**config.mk**
```make
export PLATFORM = sky130hd
export DESIGN_NAME = status_led_pattern_generator
export DESIGN_NICKNAME = d
export VERILOG_FILES = /design/src/verilog/lamp_pkg.sv /design/src/verilog/status_led_pattern_generator.sv
export SDC_FILE = /design/constraint.sdc
export NUM_CORES = 1
export LEC_CHECK = 0
export BUFFER_PORTS_ARGS = -buffer_cell sky130_fd_sc_hd__clkbuf_2
export CAP_MARGIN = 20
export CORE_MARGIN = 1
export CORE_UTILIZATION = 45
export DETAILED_ROUTE_END_ITERATION = 6
export MAX_ROUTING_LAYER = met4
export RECOVER_POWER = 25
export SYNTH_ARGS = -nofsm -noshare
export SYNTH_HDL_FRONTEND = slang
export SYNTH_SLANG_ARGS = --single-unit
```
**constraint.sdc**
```tcl
create_clock -name clk_i -period 6.2 [get_ports clk_i]
set_input_delay 0.93 -clock clk_i [delete_from_list [all_inputs] [get_ports clk_i]]
set_output_delay 0.93 -clock clk_i [all_outputs]
set_load 0.02 [all_outputs]
```
**src/verilog/lamp_pkg.sv**
```systemverilog
// Functional notes
// 2 Hz single colour: 250 ms on/off
// 2 Hz two colours: alternate, 250 ms each
// One green 250 ms, orange 2750 ms
// Green/orange/green, orange hold 2250 ms
// Three greens alternating, orange hold 1750 ms
// One orange 250 ms, green 2750 ms
// Orange/green/orange, green hold 2250 ms
// Heavy traffic flicker: 50 ms on/off
// Light traffic flicker follows single frames
// 5 Hz blink: 100 ms on/off
// Run lamp: green, 5 Hz green, off
// Fault lamp: off, 5 Hz red, red
// Link lamp lit while port linked
// Traffic lamp flickers with frames, else off
// Master lamp green: all slaves connected
// Master lamp 5 Hz green: not released
// Master lamp irregular green: bad configuration
// Master lamp 5 Hz red: slave lost
// Master lamp red: all lost, serious error
// One independent lamp per fieldbus channel
// Slave phases map to three-second patterns
// Millisecond tick, restart on change, reset dark
package lamp_pkg;

   // Clock and tick timing
   localparam int CLK_PERIOD_NS = 4;
   localparam int TICK_NS       = 1_000_000;
   localparam int TICK_CYCLES   = TICK_NS / CLK_PERIOD_NS;

   // Pattern times in milliseconds
   localparam logic [11:0] FLASH2_MS = 12'd250;
   localparam logic [11:0] BLINK5_MS = 12'd100;
   localparam logic [11:0] FLICK_MS  = 12'd50;
   localparam logic [11:0] SLOT_MS   = 12'd250;
   localparam logic [11:0] CYCLE_MS  = 12'd3000;
   localparam logic [11:0] ACYC_MS   = 12'd100;

   // Register offsets and reset values
   localparam logic [7:0]  SLAVE_PHASE_OFS = 8'h00;
   localparam logic [7:0]  CLIENT_STAT_OFS = 8'h04;
   localparam logic [7:0]  MASTER_STAT_OFS = 8'h08;
   localparam logic [7:0]  LAMP_VIEW_OFS   = 8'h0C;
   localparam logic [3:0]  SLAVE_PHASE_RST = 4'h0;
   localparam logic [2:0]  CLIENT_STAT_RST = 3'h0;
   localparam logic [2:0]  MASTER_STAT_RST = 3'h0;
   localparam logic [15:0] LFSR_SEED       = 16'hACE1;

   // Field positions
   localparam int CFG_BIT  = 0;
   localparam int ACT_BIT  = 1;
   localparam int ERR_BIT  = 2;
   localparam int MCH1_POS = 4;

   localparam int NUM_DUO = 5;

   // Lamp patterns
   typedef enum logic [3:0] {
      PAT_OFF, PAT_GREEN, PAT_RED, PAT_ORANGE,
      PAT_F2_G, PAT_F2_O, PAT_F2_GR, PAT_BL5_G, PAT_BL5_R,
      PAT_G1, PAT_G2, PAT_G3, PAT_O1, PAT_O2, PAT_ACYC_G
   } pat_type;

   // Slave phase codes
   typedef enum logic [3:0] {
      SL_NRT, SL_PHASE_ZERO, SL_PHASE_ONE, SL_PHASE_TWO,
      PHASE_THREE, SL_PHASE_FOUR, SL_HOTPLUG_ZERO,
      HOTPLUG_PHASE_ONE, SL_HOTPLUG_TWO, SL_LOOPBACK,
      SL_IDENTIFY, SL_WARNING, SL_COMM_ERROR
   } slave_phase_type;

   // Fieldbus master channel codes
   typedef enum logic [2:0] {
      MS_OFF, MS_ALL_OK, MS_NOT_RELEASED, MS_BAD_CONFIG,
      MS_SLAVE_LOST, MS_SERIOUS
   } master_state_type;

   typedef struct packed {
      logic red;
      logic green;
   } duo_lamp_type;

endpackage

```
**src/verilog/status_led_pattern_generator.sv**
```systemverilog
module status_led_pattern_generator
   import lamp_pkg::*;
#(
   parameter int TICK_LEN = TICK_CYCLES
) (
   input  wire logic         clk_i,
   input  wire logic         sys_rst_i,
   input  wire logic [7:0]   reg_addr_i,
   input  wire logic [31:0]  reg_wdata_i,
   input  wire logic         reg_wr_i,
   input  wire logic         reg_rd_i,
   output logic [31:0]       reg_rdata_o,
   input  wire logic         port0_link_i,
   input  wire logic         port1_link_i,
   input  wire logic         port0_frame_i,
   input  wire logic         port1_frame_i,
   output duo_lamp_type      slave_lamp_o,
   output duo_lamp_type      run_lamp_o,
   output duo_lamp_type      fault_lamp_o,
   output duo_lamp_type      comm0_lamp_o,
   output duo_lamp_type      comm1_lamp_o,
   output logic              port0_link_lamp_o,
   output logic              port1_link_lamp_o,
   output logic              port0_traffic_lamp_o,
   output logic              port1_traffic_lamp_o
);

   // Period of each pattern in ticks; steady ones never advance
   // A period of one wraps the counter on every tick
   function automatic logic [11:0] period_of(input pat_type p);
      logic [11:0] r;
      r = 12'd1;
      unique case (p)
         PAT_F2_G, PAT_F2_O, PAT_F2_GR: r = FLASH2_MS + FLASH2_MS;
         PAT_BL5_G, PAT_BL5_R:          r = BLINK5_MS + BLINK5_MS;
         PAT_G1, PAT_G2, PAT_G3,
         PAT_O1, PAT_O2:                r = CYCLE_MS;
         PAT_ACYC_G:                    r = ACYC_MS;
         default:                       r = 12'd1;
      endcase
      return r;
   endfunction

   // Colour of a pattern at a given position in its period
   // Orange is both dies lit, so no colour mixing is needed
   function automatic duo_lamp_type colour_of(input pat_type     p,
                                              input logic [11:0] c,
                                              input logic        rnd);
      duo_lamp_type g;
      duo_lamp_type o;
      duo_lamp_type rd;
      duo_lamp_type dk;
      duo_lamp_type r;
      logic [11:0]  slot;
      logic         h2;
      logic         h5;
      logic         even;
      g    = '{red: 1'b0, green: 1'b1};
      o    = '{red: 1'b1, green: 1'b1};
      rd   = '{red: 1'b1, green: 1'b0};
      dk   = '{red: 1'b0, green: 1'b0};
      r    = dk;
      slot = c / SLOT_MS;
      h2   = (c < FLASH2_MS);
      h5   = (c < BLINK5_MS);
      even = ~slot[0];
      unique case (p)
         PAT_OFF:    r = dk;
         PAT_GREEN:  r = g;
         PAT_RED:    r = rd;
         PAT_ORANGE: r = o;
         PAT_F2_G:   r = h2 ? g : dk;
         PAT_F2_O:   r = h2 ? o : dk;
         PAT_F2_GR:  r = h2 ? g : rd;
         PAT_BL5_G:  r = h5 ? g : dk;
         PAT_BL5_R:  r = h5 ? rd : dk;
         PAT_G1:     r = (slot < 12'd1 && even) ? g : o;
         PAT_G2:     r = (slot < 12'd3 && even) ? g : o;
         PAT_G3:     r = (slot < 12'd5 && even) ? g : o;
         PAT_O1:     r = (slot < 12'd1 && even) ? o : g;
         PAT_O2:     r = (slot < 12'd3 && even) ? o : g;
         PAT_ACYC_G: r = rnd ? g : dk;
         default:    r = dk;
      endcase
      return r;
   endfunction

   // Slave phase to pattern
   // Spare codes go dark rather than show a guessed pattern
   function automatic pat_type slave_pat(input logic [3:0] ph);
      pat_type r;
      r = PAT_OFF;
      unique case (ph)
         SL_PHASE_ZERO:     r = PAT_ORANGE;
         SL_PHASE_ONE:      r = PAT_G1;
         SL_PHASE_TWO:      r = PAT_G2;
         PHASE_THREE:       r = PAT_G3;
         SL_PHASE_FOUR:     r = PAT_GREEN;
         SL_HOTPLUG_ZERO:   r = PAT_F2_O;
         HOTPLUG_PHASE_ONE: r = PAT_O1;
         SL_HOTPLUG_TWO:    r = PAT_O2;
         SL_LOOPBACK:       r = PAT_F2_G;
         SL_IDENTIFY:       r = PAT_F2_O;
         SL_WARNING:        r = PAT_F2_GR;
         SL_COMM_ERROR:     r = PAT_RED;
         default:           r = PAT_OFF;
      endcase
      return r;
   endfunction

   // Fieldbus master state to pattern
   // Codes six and seven are spare and leave the lamp dark
   function automatic pat_type master_pat(input logic [2:0] st);
      pat_type r;
      r = PAT_OFF;
      unique case (st)
         MS_ALL_OK:       r = PAT_GREEN;
         MS_NOT_RELEASED: r = PAT_BL5_G;
         MS_BAD_CONFIG:   r = PAT_ACYC_G;
         MS_SLAVE_LOST:   r = PAT_BL5_R;
         MS_SERIOUS:      r = PAT_RED;
         default:         r = PAT_OFF;
      endcase
      return r;
   endfunction

   // Software-written status
   // Held until the next write; firmware owns the meaning
   logic [3:0]  slave_phase_q;
   logic [2:0]  client_stat_q;
   logic [2:0]  master0_q;
   logic [2:0]  master1_q;
   logic [31:0] rdata_q;

   // Pin synchronisers: meta stage, stable stage, edge history
   logic [3:0]  pin_meta_q;
   logic [3:0]  pin_sync_q;
   logic [1:0]  frame_old_q;
   logic [1:0]  link_lamp_q;

   // Tick divider and pseudo-random source
   logic [31:0] div_q;
   logic        tick_q;
   logic [15:0] lfsr_q;

   // Register decode
   // Exact offset match; an alias would hide a software bug
   wire wr_slave  = reg_wr_i && (reg_addr_i == SLAVE_PHASE_OFS);
   wire wr_client = reg_wr_i && (reg_addr_i == CLIENT_STAT_OFS);
   wire wr_master = reg_wr_i && (reg_addr_i == MASTER_STAT_OFS);

   duo_lamp_type lamp_q   [NUM_DUO];
   pat_type      pat_sel  [NUM_DUO];
   logic [1:0]   traffic_q;
   logic [31:0]  view_word;
   logic [31:0]  read_mux;

   // Status read-back of every lamp
   // Bits above the traffic lamps read zero, room to grow
   assign view_word = {18'h0, traffic_q, link_lamp_q,
                       lamp_q[4], lamp_q[3], lamp_q[2],
                       lamp_q[1], lamp_q[0]};

   // Unmapped offsets read as zero
   // Reads have no side effect, so a stray strobe is harmless
   assign read_mux =
      (reg_addr_i == SLAVE_PHASE_OFS) ? {28'h0, slave_phase_q} :
      (reg_addr_i == CLIENT_STAT_OFS) ? {29'h0, client_stat_q} :
      (reg_addr_i == MASTER_STAT_OFS) ?
         {25'h0, master1_q, 1'b0, master0_q} :
      (reg_addr_i == LAMP_VIEW_OFS)   ? view_word : 32'h0;

   // Register writes
   // Narrow fields take the low bits, master channel 1 takes bits 6:4; the rest are dropped
   always_ff @(posedge clk_i or posedge sys_rst_i) begin
      if (sys_rst_i) begin
         slave_phase_q <= SLAVE_PHASE_RST;
         client_stat_q <= CLIENT_STAT_RST;
         master0_q     <= MASTER_STAT_RST;
         master1_q     <= MASTER_STAT_RST;
      end else begin
         if (wr_slave) begin
            slave_phase_q <= reg_wdata_i[3:0];
         end
         if (wr_client) begin
            client_stat_q <= reg_wdata_i[2:0];
         end
         if (wr_master) begin
            master0_q <= reg_wdata_i[2:0];
            master1_q <= reg_wdata_i[MCH1_POS +: 3];
         end
      end
   end

   // Read data stands only in the cycle after the strobe
   // Zero between reads, so a stale word is never taken
   always_ff @(posedge clk_i or posedge sys_rst_i) begin
      if (sys_rst_i) begin
         rdata_q <= 32'h0;
      end else begin
         rdata_q <= reg_rd_i ? read_mux : 32'h0;
      end
   end

   // Two flops on every pin before use
   // Link lamp is a third stage so it leaves from a flop
   always_ff @(posedge clk_i or posedge sys_rst_i) begin
      if (sys_rst_i) begin
         pin_meta_q  <= 4'h0;
         pin_sync_q  <= 4'h0;
         frame_old_q <= 2'h0;
         link_lamp_q <= 2'h0;
      end else begin
         pin_meta_q  <= {port1_frame_i, port0_frame_i,
                         port1_link_i, port0_link_i};
         pin_sync_q  <= pin_meta_q;
         frame_old_q <= pin_sync_q[3:2];
         link_lamp_q <= pin_sync_q[1:0];
      end
   end

   // A frame is a rising edge on the synchronised frame pin
   // History resets low like the idle pin: no false frame
   wire [1:0] frame_ev = pin_sync_q[3:2] & ~frame_old_q;

   // Millisecond tick; long count is a parameter for short sims
   // All engines count this one tick, so lamps stay in step
   always_ff @(posedge clk_i or posedge sys_rst_i) begin
      if (sys_rst_i) begin
         div_q  <= 32'h0;
         tick_q <= 1'b0;
      end else if (div_q == 32'(TICK_LEN - 1)) begin
         div_q  <= 32'h0;
         tick_q <= 1'b1;
      end else begin
         div_q  <= div_q + 32'h1;
         tick_q <= 1'b0;
      end
   end

   // Irregular source for the acyclic pattern
   // Steps once per tick so the blips are slow enough to see
   always_ff @(posedge clk_i or posedge sys_rst_i) begin
      if (sys_rst_i) begin
         lfsr_q <= LFSR_SEED;
      end else if (tick_q) begin
         lfsr_q <= {lfsr_q[14:0],
                    lfsr_q[15] ^ lfsr_q[13] ^ lfsr_q[12] ^ lfsr_q[10]};
      end
   end

   // Pattern selection per duo lamp
   wire cfg = client_stat_q[CFG_BIT];
   wire act = client_stat_q[ACT_BIT];
   wire err = client_stat_q[ERR_BIT];

   // Slave lamp follows the phase code alone
   assign pat_sel[0] = slave_pat(slave_phase_q);
   // Unconfigured run lamp is dark whatever the activity bit
   assign pat_sel[1] = !cfg ? PAT_OFF :
                       act  ? PAT_GREEN : PAT_BL5_G;
   // An error outranks the configuration state
   assign pat_sel[2] = err ? PAT_RED :
                       cfg ? PAT_OFF : PAT_BL5_R;
   assign pat_sel[3] = master_pat(master0_q);
   assign pat_sel[4] = master_pat(master1_q);

   // One pattern engine per duo lamp
   genvar i;
   generate
      for (i = 0; i < NUM_DUO; i++) begin : g_duo
         pat_type     pat_q;
         logic [11:0] cnt_q;
         logic        rnd_q;
         wire  [11:0] per  = period_of(pat_q);
         wire         chg  = (pat_sel[i] != pat_q);
         wire         wrap = (cnt_q >= per - 12'd1);

         // Restart from step zero whenever the selection changes
         // Random bit reloaded so a restart starts fresh
         always_ff @(posedge clk_i or posedge sys_rst_i) begin
            if (sys_rst_i) begin
               pat_q <= PAT_OFF;
               cnt_q <= 12'h0;
               rnd_q <= 1'b0;
            end else if (chg) begin
               pat_q <= pat_sel[i];
               cnt_q <= 12'h0;
               rnd_q <= lfsr_q[i];
            end else if (tick_q) begin
               if (wrap) begin
                  cnt_q <= 12'h0;
                  rnd_q <= lfsr_q[i];
               end else begin
                  cnt_q <= cnt_q + 12'h1;
               end
            end
         end

         // Lamp flop; dark during reset
         // Decode is combinational; the flop hides its hazards
         always_ff @(posedge clk_i or posedge sys_rst_i) begin
            if (sys_rst_i) begin
               lamp_q[i] <= '{red: 1'b0, green: 1'b0};
            end else begin
               lamp_q[i] <= colour_of(pat_q, cnt_q, rnd_q);
            end
         end
      end
   endgenerate

   // Traffic flicker per port. A 100 ms cycle starts on a frame
   // and repeats only if another frame came meanwhile, so heavy
   // traffic gives a steady 10 Hz and light traffic single blips.
   // Heavier traffic can never raise the rate above 10 Hz.
   genvar p;
   generate
      for (p = 0; p < 2; p++) begin : g_traffic
         logic       run_q;
         logic       seen_q;
         logic [6:0] fcnt_q;
         wire        last = (fcnt_q == 7'(FLICK_MS + FLICK_MS - 1));
         wire        any  = seen_q | frame_ev[p];

         always_ff @(posedge clk_i or posedge sys_rst_i) begin
            if (sys_rst_i) begin
               run_q  <= 1'b0;
               seen_q <= 1'b0;
               fcnt_q <= 7'h0;
            end else if (tick_q && run_q && last) begin
               run_q  <= any;
               seen_q <= frame_ev[p];
               fcnt_q <= 7'h0;
            end else if (tick_q && run_q) begin
               seen_q <= any;
               fcnt_q <= fcnt_q + 7'h1;
            end else if (!run_q && any) begin
               run_q  <= 1'b1;
               seen_q <= 1'b0;
               fcnt_q <= 7'h0;
            end else begin
               // A frame arriving now is kept
               seen_q <= any;
            end
         end

         // Lit in the first half of each running cycle
         // A cycle is never cut short, so each blip is visible
         always_ff @(posedge clk_i or posedge sys_rst_i) begin
            if (sys_rst_i) begin
               traffic_q[p] <= 1'b0;
            end else begin
               traffic_q[p] <= run_q &&
                               (fcnt_q < 7'(FLICK_MS));
            end
         end
      end
   endgenerate

   // Outputs straight from flops
   // Nothing decoded on the way out, so lamps cannot glitch
   assign reg_rdata_o          = rdata_q;
   assign slave_lamp_o         = lamp_q[0];
   assign run_lamp_o           = lamp_q[1];
   assign fault_lamp_o         = lamp_q[2];
   assign comm0_lamp_o         = lamp_q[3];
   assign comm1_lamp_o         = lamp_q[4];
   assign port0_link_lamp_o    = link_lamp_q[0];
   assign port1_link_lamp_o    = link_lamp_q[1];
   assign port0_traffic_lamp_o = traffic_q[0];
   assign port1_traffic_lamp_o = traffic_q[1];

endmodule
```
-- After elaboration in Yosys (flattened, before gate mapping)
Memories as Yosys holds them, arrays and structs flattened.
Cells that the tools add are included.
- memories: 6
- bits in read-only memories: 864
- input port bits: 48
- logic and storage cells: 377
- bits in registers: 203
- output and inout bits: 46
- bitwise operators: 12
- reduce and logical (&&, ||, !) cells: 50
- div/mod/pow operators: 5
- $lt $le $gt $ge: 32
- eq/ne operators: 93
- mux-type cells: 121
- add/subtract/negate cells: 13
- memories (memory ; words ; width ; read ports ; clocked after memory_dff ; write ports ; line ; RTL):
    (name not given) ; 16 ; 10 ; 1 ; 0 ; 0 ; status_led_pattern_generator.sv:33 ; unique case (p)
    (name not given) ; 16 ; 10 ; 1 ; 0 ; 0 ; status_led_pattern_generator.sv:33 ;
    (name not given) ; 16 ; 10 ; 1 ; 0 ; 0 ; status_led_pattern_generator.sv:33 ;
    (name not given) ; 16 ; 10 ; 1 ; 0 ; 0 ; status_led_pattern_generator.sv:33 ;
    (name not given) ; 16 ; 10 ; 1 ; 0 ; 0 ; status_led_pattern_generator.sv:33 ;
    (name not given) ; 16 ; 4 ; 1 ; 0 ; 0 ; status_led_pattern_generator.sv:93 ; unique case (ph)
- operators with widths (operator ; number):
    $mux W12 ; 15
    $eq A4 B4 Y1 const B ; 35
    $pmux W2 S14 ; 5
    $eq A4 B3 Y1 const B ; 20
    $mux W2 ; 40
    $mux W14 ; 5
    $add A12 B1 Y12 const B ; 5
    $div A12 B8 Y12 const B ; 5
    $ge A12 B12 Y1 ; 5
    $lt A12 B1 Y1 const B ; 5
    $lt A12 B2 Y1 const B ; 5
    $lt A12 B3 Y1 const B ; 5
    $lt A12 B7 Y1 const B ; 5
    $lt A12 B8 Y1 const B ; 5
    $sub A12 B1 Y12 const B ; 5
    $mux W1 ; 43
    $mux W7 ; 6
    $eq A4 B2 Y1 const B ; 10
    $pmux W4 S5 ; 2
    $add A32 B1 Y32 const B ; 1
    $eq A32 B18 Y1 const B ; 1
    $mux W32 ; 1
    $logic_and A1 B1 Y1 ; 26
    $reduce_bool A2 Y1 ; 12
    other kinds (23) ; 59

-- Longest topological paths before layout
- depth after elaboration: 7
- depth in mapped cells: 18
- mapped depth without buffers: 16

-- Least setup slack after synthesis
OpenSTA, ideal clock, no wires.
- path kind: register -> register
- from: reg g_duo[4].pat_q[1]
- to: reg g_duo[4].cnt_q[8]
- setup time: 0.110 ns
- slack: 2.499 ns
- cell stages (with the launch flop): 18
- arrival time: 3.590 ns
- path buffers: 2
- period minus slack after synthesis: 3.701 ns
- data required time: 6.090 ns
- path through: dfrtp_1 > clkbuf_1 > nand3_1 > nand2_1 > a21boi_0 > inv_1 > ha_1 > nand2b_1 > a21o_1 > a21o_1 > a21o_1 > a21o_1 > a21o_1 > a311oi_1 > o21ai_0 > or2_2 > clkbuf_1 > o41ai_1
- cells in the longest elaborated chain, start to end: 6
- elaborated cells on any way between the ends: 8
- those cells by class: add/sub: 1; order compare: 1; eq/ne: 1; mux: 3; reduce/logical: 1; memory: 1
- ends and longest elaborated chain (element ; line ; RTL):
    start: declaration ; status_led_pattern_generator.sv:272 ; pat_type pat_q;
    start signal: assignment ; status_led_pattern_generator.sv:287 ; pat_q <= pat_sel[i];
    $mem_v2 Z16 W10 ; - ;
    $sub A12 B1 Y12 ; status_led_pattern_generator.sv:277 ; wire wrap = (cnt_q >= per - 12'd1);
    $ge A12 B12 Y1 ; status_led_pattern_generator.sv:277 ;
    $mux W12 ; status_led_pattern_generator.sv:291 ; if (wrap) begin
    $mux W12 ; status_led_pattern_generator.sv:290 ; end else if (tick_q) begin
    $mux W12 ; status_led_pattern_generator.sv:286 ; end else if (chg) begin
    end signal: assignment ; status_led_pattern_generator.sv:295 ; cnt_q <= cnt_q + 12'h1;
    end: declaration ; status_led_pattern_generator.sv:273 ; logic [11:0] cnt_q;
Parallel ways exist; a longest one is shown, timed or not. The select of a mux whose other input is x is not followed.
A chain may end at the register's enable or synchronous reset.

-- Worst setup path after layout
- from: reg g_duo[0].cnt_q[11]
- to: reg lamp_q (netlist bit slave_lamp_o[1])
- cells in the longest elaborated chain, start to end: 5
- elaborated cells on any way between the ends: 19
- those cells by class: div: 1; order compare: 5; mux: 9; bitwise: 1; reduce/logical: 3
- ends and longest elaborated chain (element ; line ; RTL):
    start: declaration ; status_led_pattern_generator.sv:273 ;
    start signal: assignment ; status_led_pattern_generator.sv:295 ;
    $div A12 B8 Y12 ; status_led_pattern_generator.sv:63 ; slot = c / SLOT_MS;
    $lt A12 B2 Y1 (tied with other cells) ; status_led_pattern_generator.sv:78, status_led_pattern_generator.sv:81 ;
    $logic_and A1 B1 Y1 (on tied branches) ; - ;
    $mux W2 (on tied branches) ; - ;
    $pmux W2 S14 (*) ; status_led_pattern_generator.sv:67 ; unique case (p)
    end signal: indexed assignment ; status_led_pattern_generator.sv:304 ; lamp_q[i] <= '{red: 1'b0, green: 1'b0};
    end signal: indexed assignment ; status_led_pattern_generator.sv:306 ; lamp_q[i] <= colour_of(pat_q, cnt_q, rnd_q);
    end: declaration ; status_led_pattern_generator.sv:152 ; duo_lamp_type lamp_q [NUM_DUO];
Every way passes the cells marked *; elsewhere a longest branch is shown, timed or not.

==> out/metrics.cfg <==
[logic_synthesis]
syn_inst=1652
synth_mux_area_share_pct=4.68
synth.top_cells.by_area=dfrtp_1 (33%), ha_1 (7.1%), o21ai_0 (4.1%)
ys_seq_elements=197
synthTopCellsByCount=dfrtp_1 (189), nand2_1 (145), nor2_1 (136)
yosysTopAreaCellShare_pct=33.4
synth_cell_types=87
synth_compound_area_share_pct=19.1
synth_top_family_by_area=simple AND/OR/NAND/NOR gates
synth.most_common_cell=dfrtp_1
synth_flop_cell=dfrtp_1
yosysSeqAreaShare_pct=34.9
synth_simple_gate_area_share_pct=23.2
synthesis.area_per_instance_um2=8.58
synth-xor-area-share_pct=5.19
yosys.area.top_type=dfrtp_1
ys_warn_count=0
synthAdderAreaFrac_pct=7.56
synth-async-reset-ratio_pct=100
synth_enable_flop_cells=0
syn_area_um2=14200

[grt]
grt_overflow_total=0
grt_pass1_wl_mm=55.0
track_usage_pct=21.0
grt_pass1_vias=10900
antenna_found_initial=0
grt_max_degree=79

[finish]
drive_gt1_share_pct=9.48
antenna-diode-count=0
nets=1760
area_delta_synth_final_pct=6.47
final_cells=2041
final_area_um2=15100

[sta]
worst_slack_ns=1.86
final.setup_skew_ns=0.0123
hold_viol_final=0
min_period_over_period_pct=70.0
slew_violations=49
final.setup.tns_ns=0
relSlewSlack_pct=-69.1
tightestPinTransition_ns=2.54
setup_viol=0
rsz0062_at_grt=no
clock.fmax_mhz=230
finalCriticalPeriod_ns=4.34

[worst_setup_path]
cp_num_buf_inv=0
critical_path_required_ns=6.48
cp_max_fo=34
worst-setup-path-type=register to register
cp_cell_sequence=o211ai_1 -> a21oi_1 -> a21boi_4 -> mux2i_1 -> nor4b_2 -> o41ai_2 -> a21oi_1 -> mux2_1 -> or4b_1
r2r-start=g_duo[0].cnt_q[11]
cpPeakStageDelay_ns=1.01
reg2reg_slack_ns=1.86
r2r_cells=9
crit_cells=9
worstPathArrival_ns=4.62
cpMostUsedCell=a21oi_1
startpoint_type=register
cp_top_family=compound AO/OA/AOI/OAI gates
slowest_stage=dfrtp_1
endpoint_kind=register
timing.rr.end=slave_lamp_o[1]

[clock_network]
cts-root-buf=clkbuf_16
cts_buffers=17
cts_setup_buffers=0
clkTransAtPathRegs_ns=0.07
clk_latency_ns=0.44
cts_tree=built
ctsHtreeMaxLevel=4
cts_resized=0
clock_sinks=197
clock_path_buffers=2
cts_hold_buf=0

[placement]
dp_slack_ns=1.91
port_buffers=50
gp_congestion=0.896
place_inst=2008
placed_cell_area_um2=14500
dpl.hpwl_mm=22.5

[worst_hold_path]
whs_endpoint=pin_sync_q[2]
holdPathStages=0
hp-class=register to register
hp-start=pin_meta_q[2]

[route]
drt_first_pass_iters=7
drcViolationCount=12
routed_wl_mm=32.0
dr_total_vias=11900
ant_nets=0
vias_per_cell=5.81
wire_per_inst_um=15.7
drtIter0Drc=928

[die]
pin_count=94
rows=64
core_um2=30700
die-area_um2=32200
dieWidth_um=179
initial_core_util_pct=46.1
die_y_um=179

[run_status]
status=complete, but fails checks
violations=design-rule violations, max-capacitance violations, max-slew violations

[power_and_ir_drop]
power.density_nw_per_um2=237
cellLeakagePower_nw=6.52
vdd_drop_max_mv=0.190

[run]
drv_cap=1

==> worst register-to-register path, delay by kind of cell (launching register included) <==
kind	cells	cell delay, ns
compound gates	5	1.83
flops	1	1.01
mux	2	0.68
simple gates	2	0.68
==> cells by family after synthesis <==
family / count (synthesis)
buffers and inverters: 174
DFF: 197
xor gates and xnor gates: 84
muxes: 58
adders and majority gates: 87
AOI/OAI and AO/OA: 413
other: 2
and+or+nand+nor: 637
==> how the worst max path moves through the flow <==
stage | start | to | slack (ns)
after floorplan | g_duo[4].pat_q[1] | g_duo[4].cnt_q[8] | 2.50
after global placement | g_duo[0].cnt_q[11] | slave_lamp_o[1] | 1.94
after detailed placement | g_duo[0].cnt_q[11] | slave_lamp_o[1] | 1.91
after CTS | g_duo[0].cnt_q[11] | slave_lamp_o[1] | 1.89
after global routing | g_duo[0].cnt_q[11] | slave_lamp_o[1] | 1.56
final | g_duo[0].cnt_q[11] | slave_lamp_o[1] | 1.86
==> registers in the layout (all words and copies together), names as in the netlist, 3 cells and up <==
name              flops
client_stat_q         3
div_q                32
g_duo.cnt_q          60
g_duo.pat_q          16
g_duo.rnd_q           3
g_traffic.fcnt_q     14
lfsr_q               16
master0_q             3
master1_q             3
pin_meta_q            4
pin_sync_q            4
reg_rdata_o          14
slave_phase_q         4
==> final cells by class <==
class	count	area [um^2]
multi-input combinational	1302	8550
clock buffer	21	450
fill	2918	15700
timing repair buffer	58	318
clock inverter	11	115
sequential	197	4940
tap	396	495
inverter	56	214
==> layer usage <==
| layer | part of all wire, % | routed length, um | vias to the layer above | track usage, % |
|---|---|---|---|---|
| li1 | - | - | 5893 | - |
| met1 | 51 | 16300 | 5711 | 30.2 |
| met2 | 44 | 14200 | 227 | 30.6 |
| met3 | 3.9 | 1250 | 19 | 3.50 |
| met4 | 0.79 | 252 | 0 | 4.79 |
| met5 | 0 | 0 | - | - |
==> stage by stage <==
stage          power [mW]  utilization, %  hold slack, ns
2_1_floorplan        2.28               -           0.331
3_3_place_gp         2.48            47.2           0.334
3_5_place_dp         2.50            47.2           0.336
4_1_cts              3.61            49.0           0.351
5_1_grt              3.81            49.1           0.360
6_report             3.58            49.1           0.347
==> placed cells by master (no fill, tap or decap), drive strengths merged, types with 36 or more instances in the layout <==
master and n:
a21o 39, a21oi 83, clkbuf 74, dfrtp 189
ha 80, inv 60, mux2 36, nand2 145
nand2b 39, nand3 76, nor2 136, nor3 39
o21ai 123, xnor2 61
==> power by group <==
group	switching, mW	internal (mW)	total (mW)
registers	0.217	1.36	1.58
logic	0.514	0.400	0.914
clock network	0.512	0.575	1.09
total	1.24	2.33	3.58
No activity file was read; power rests on OpenSTA's default activity.
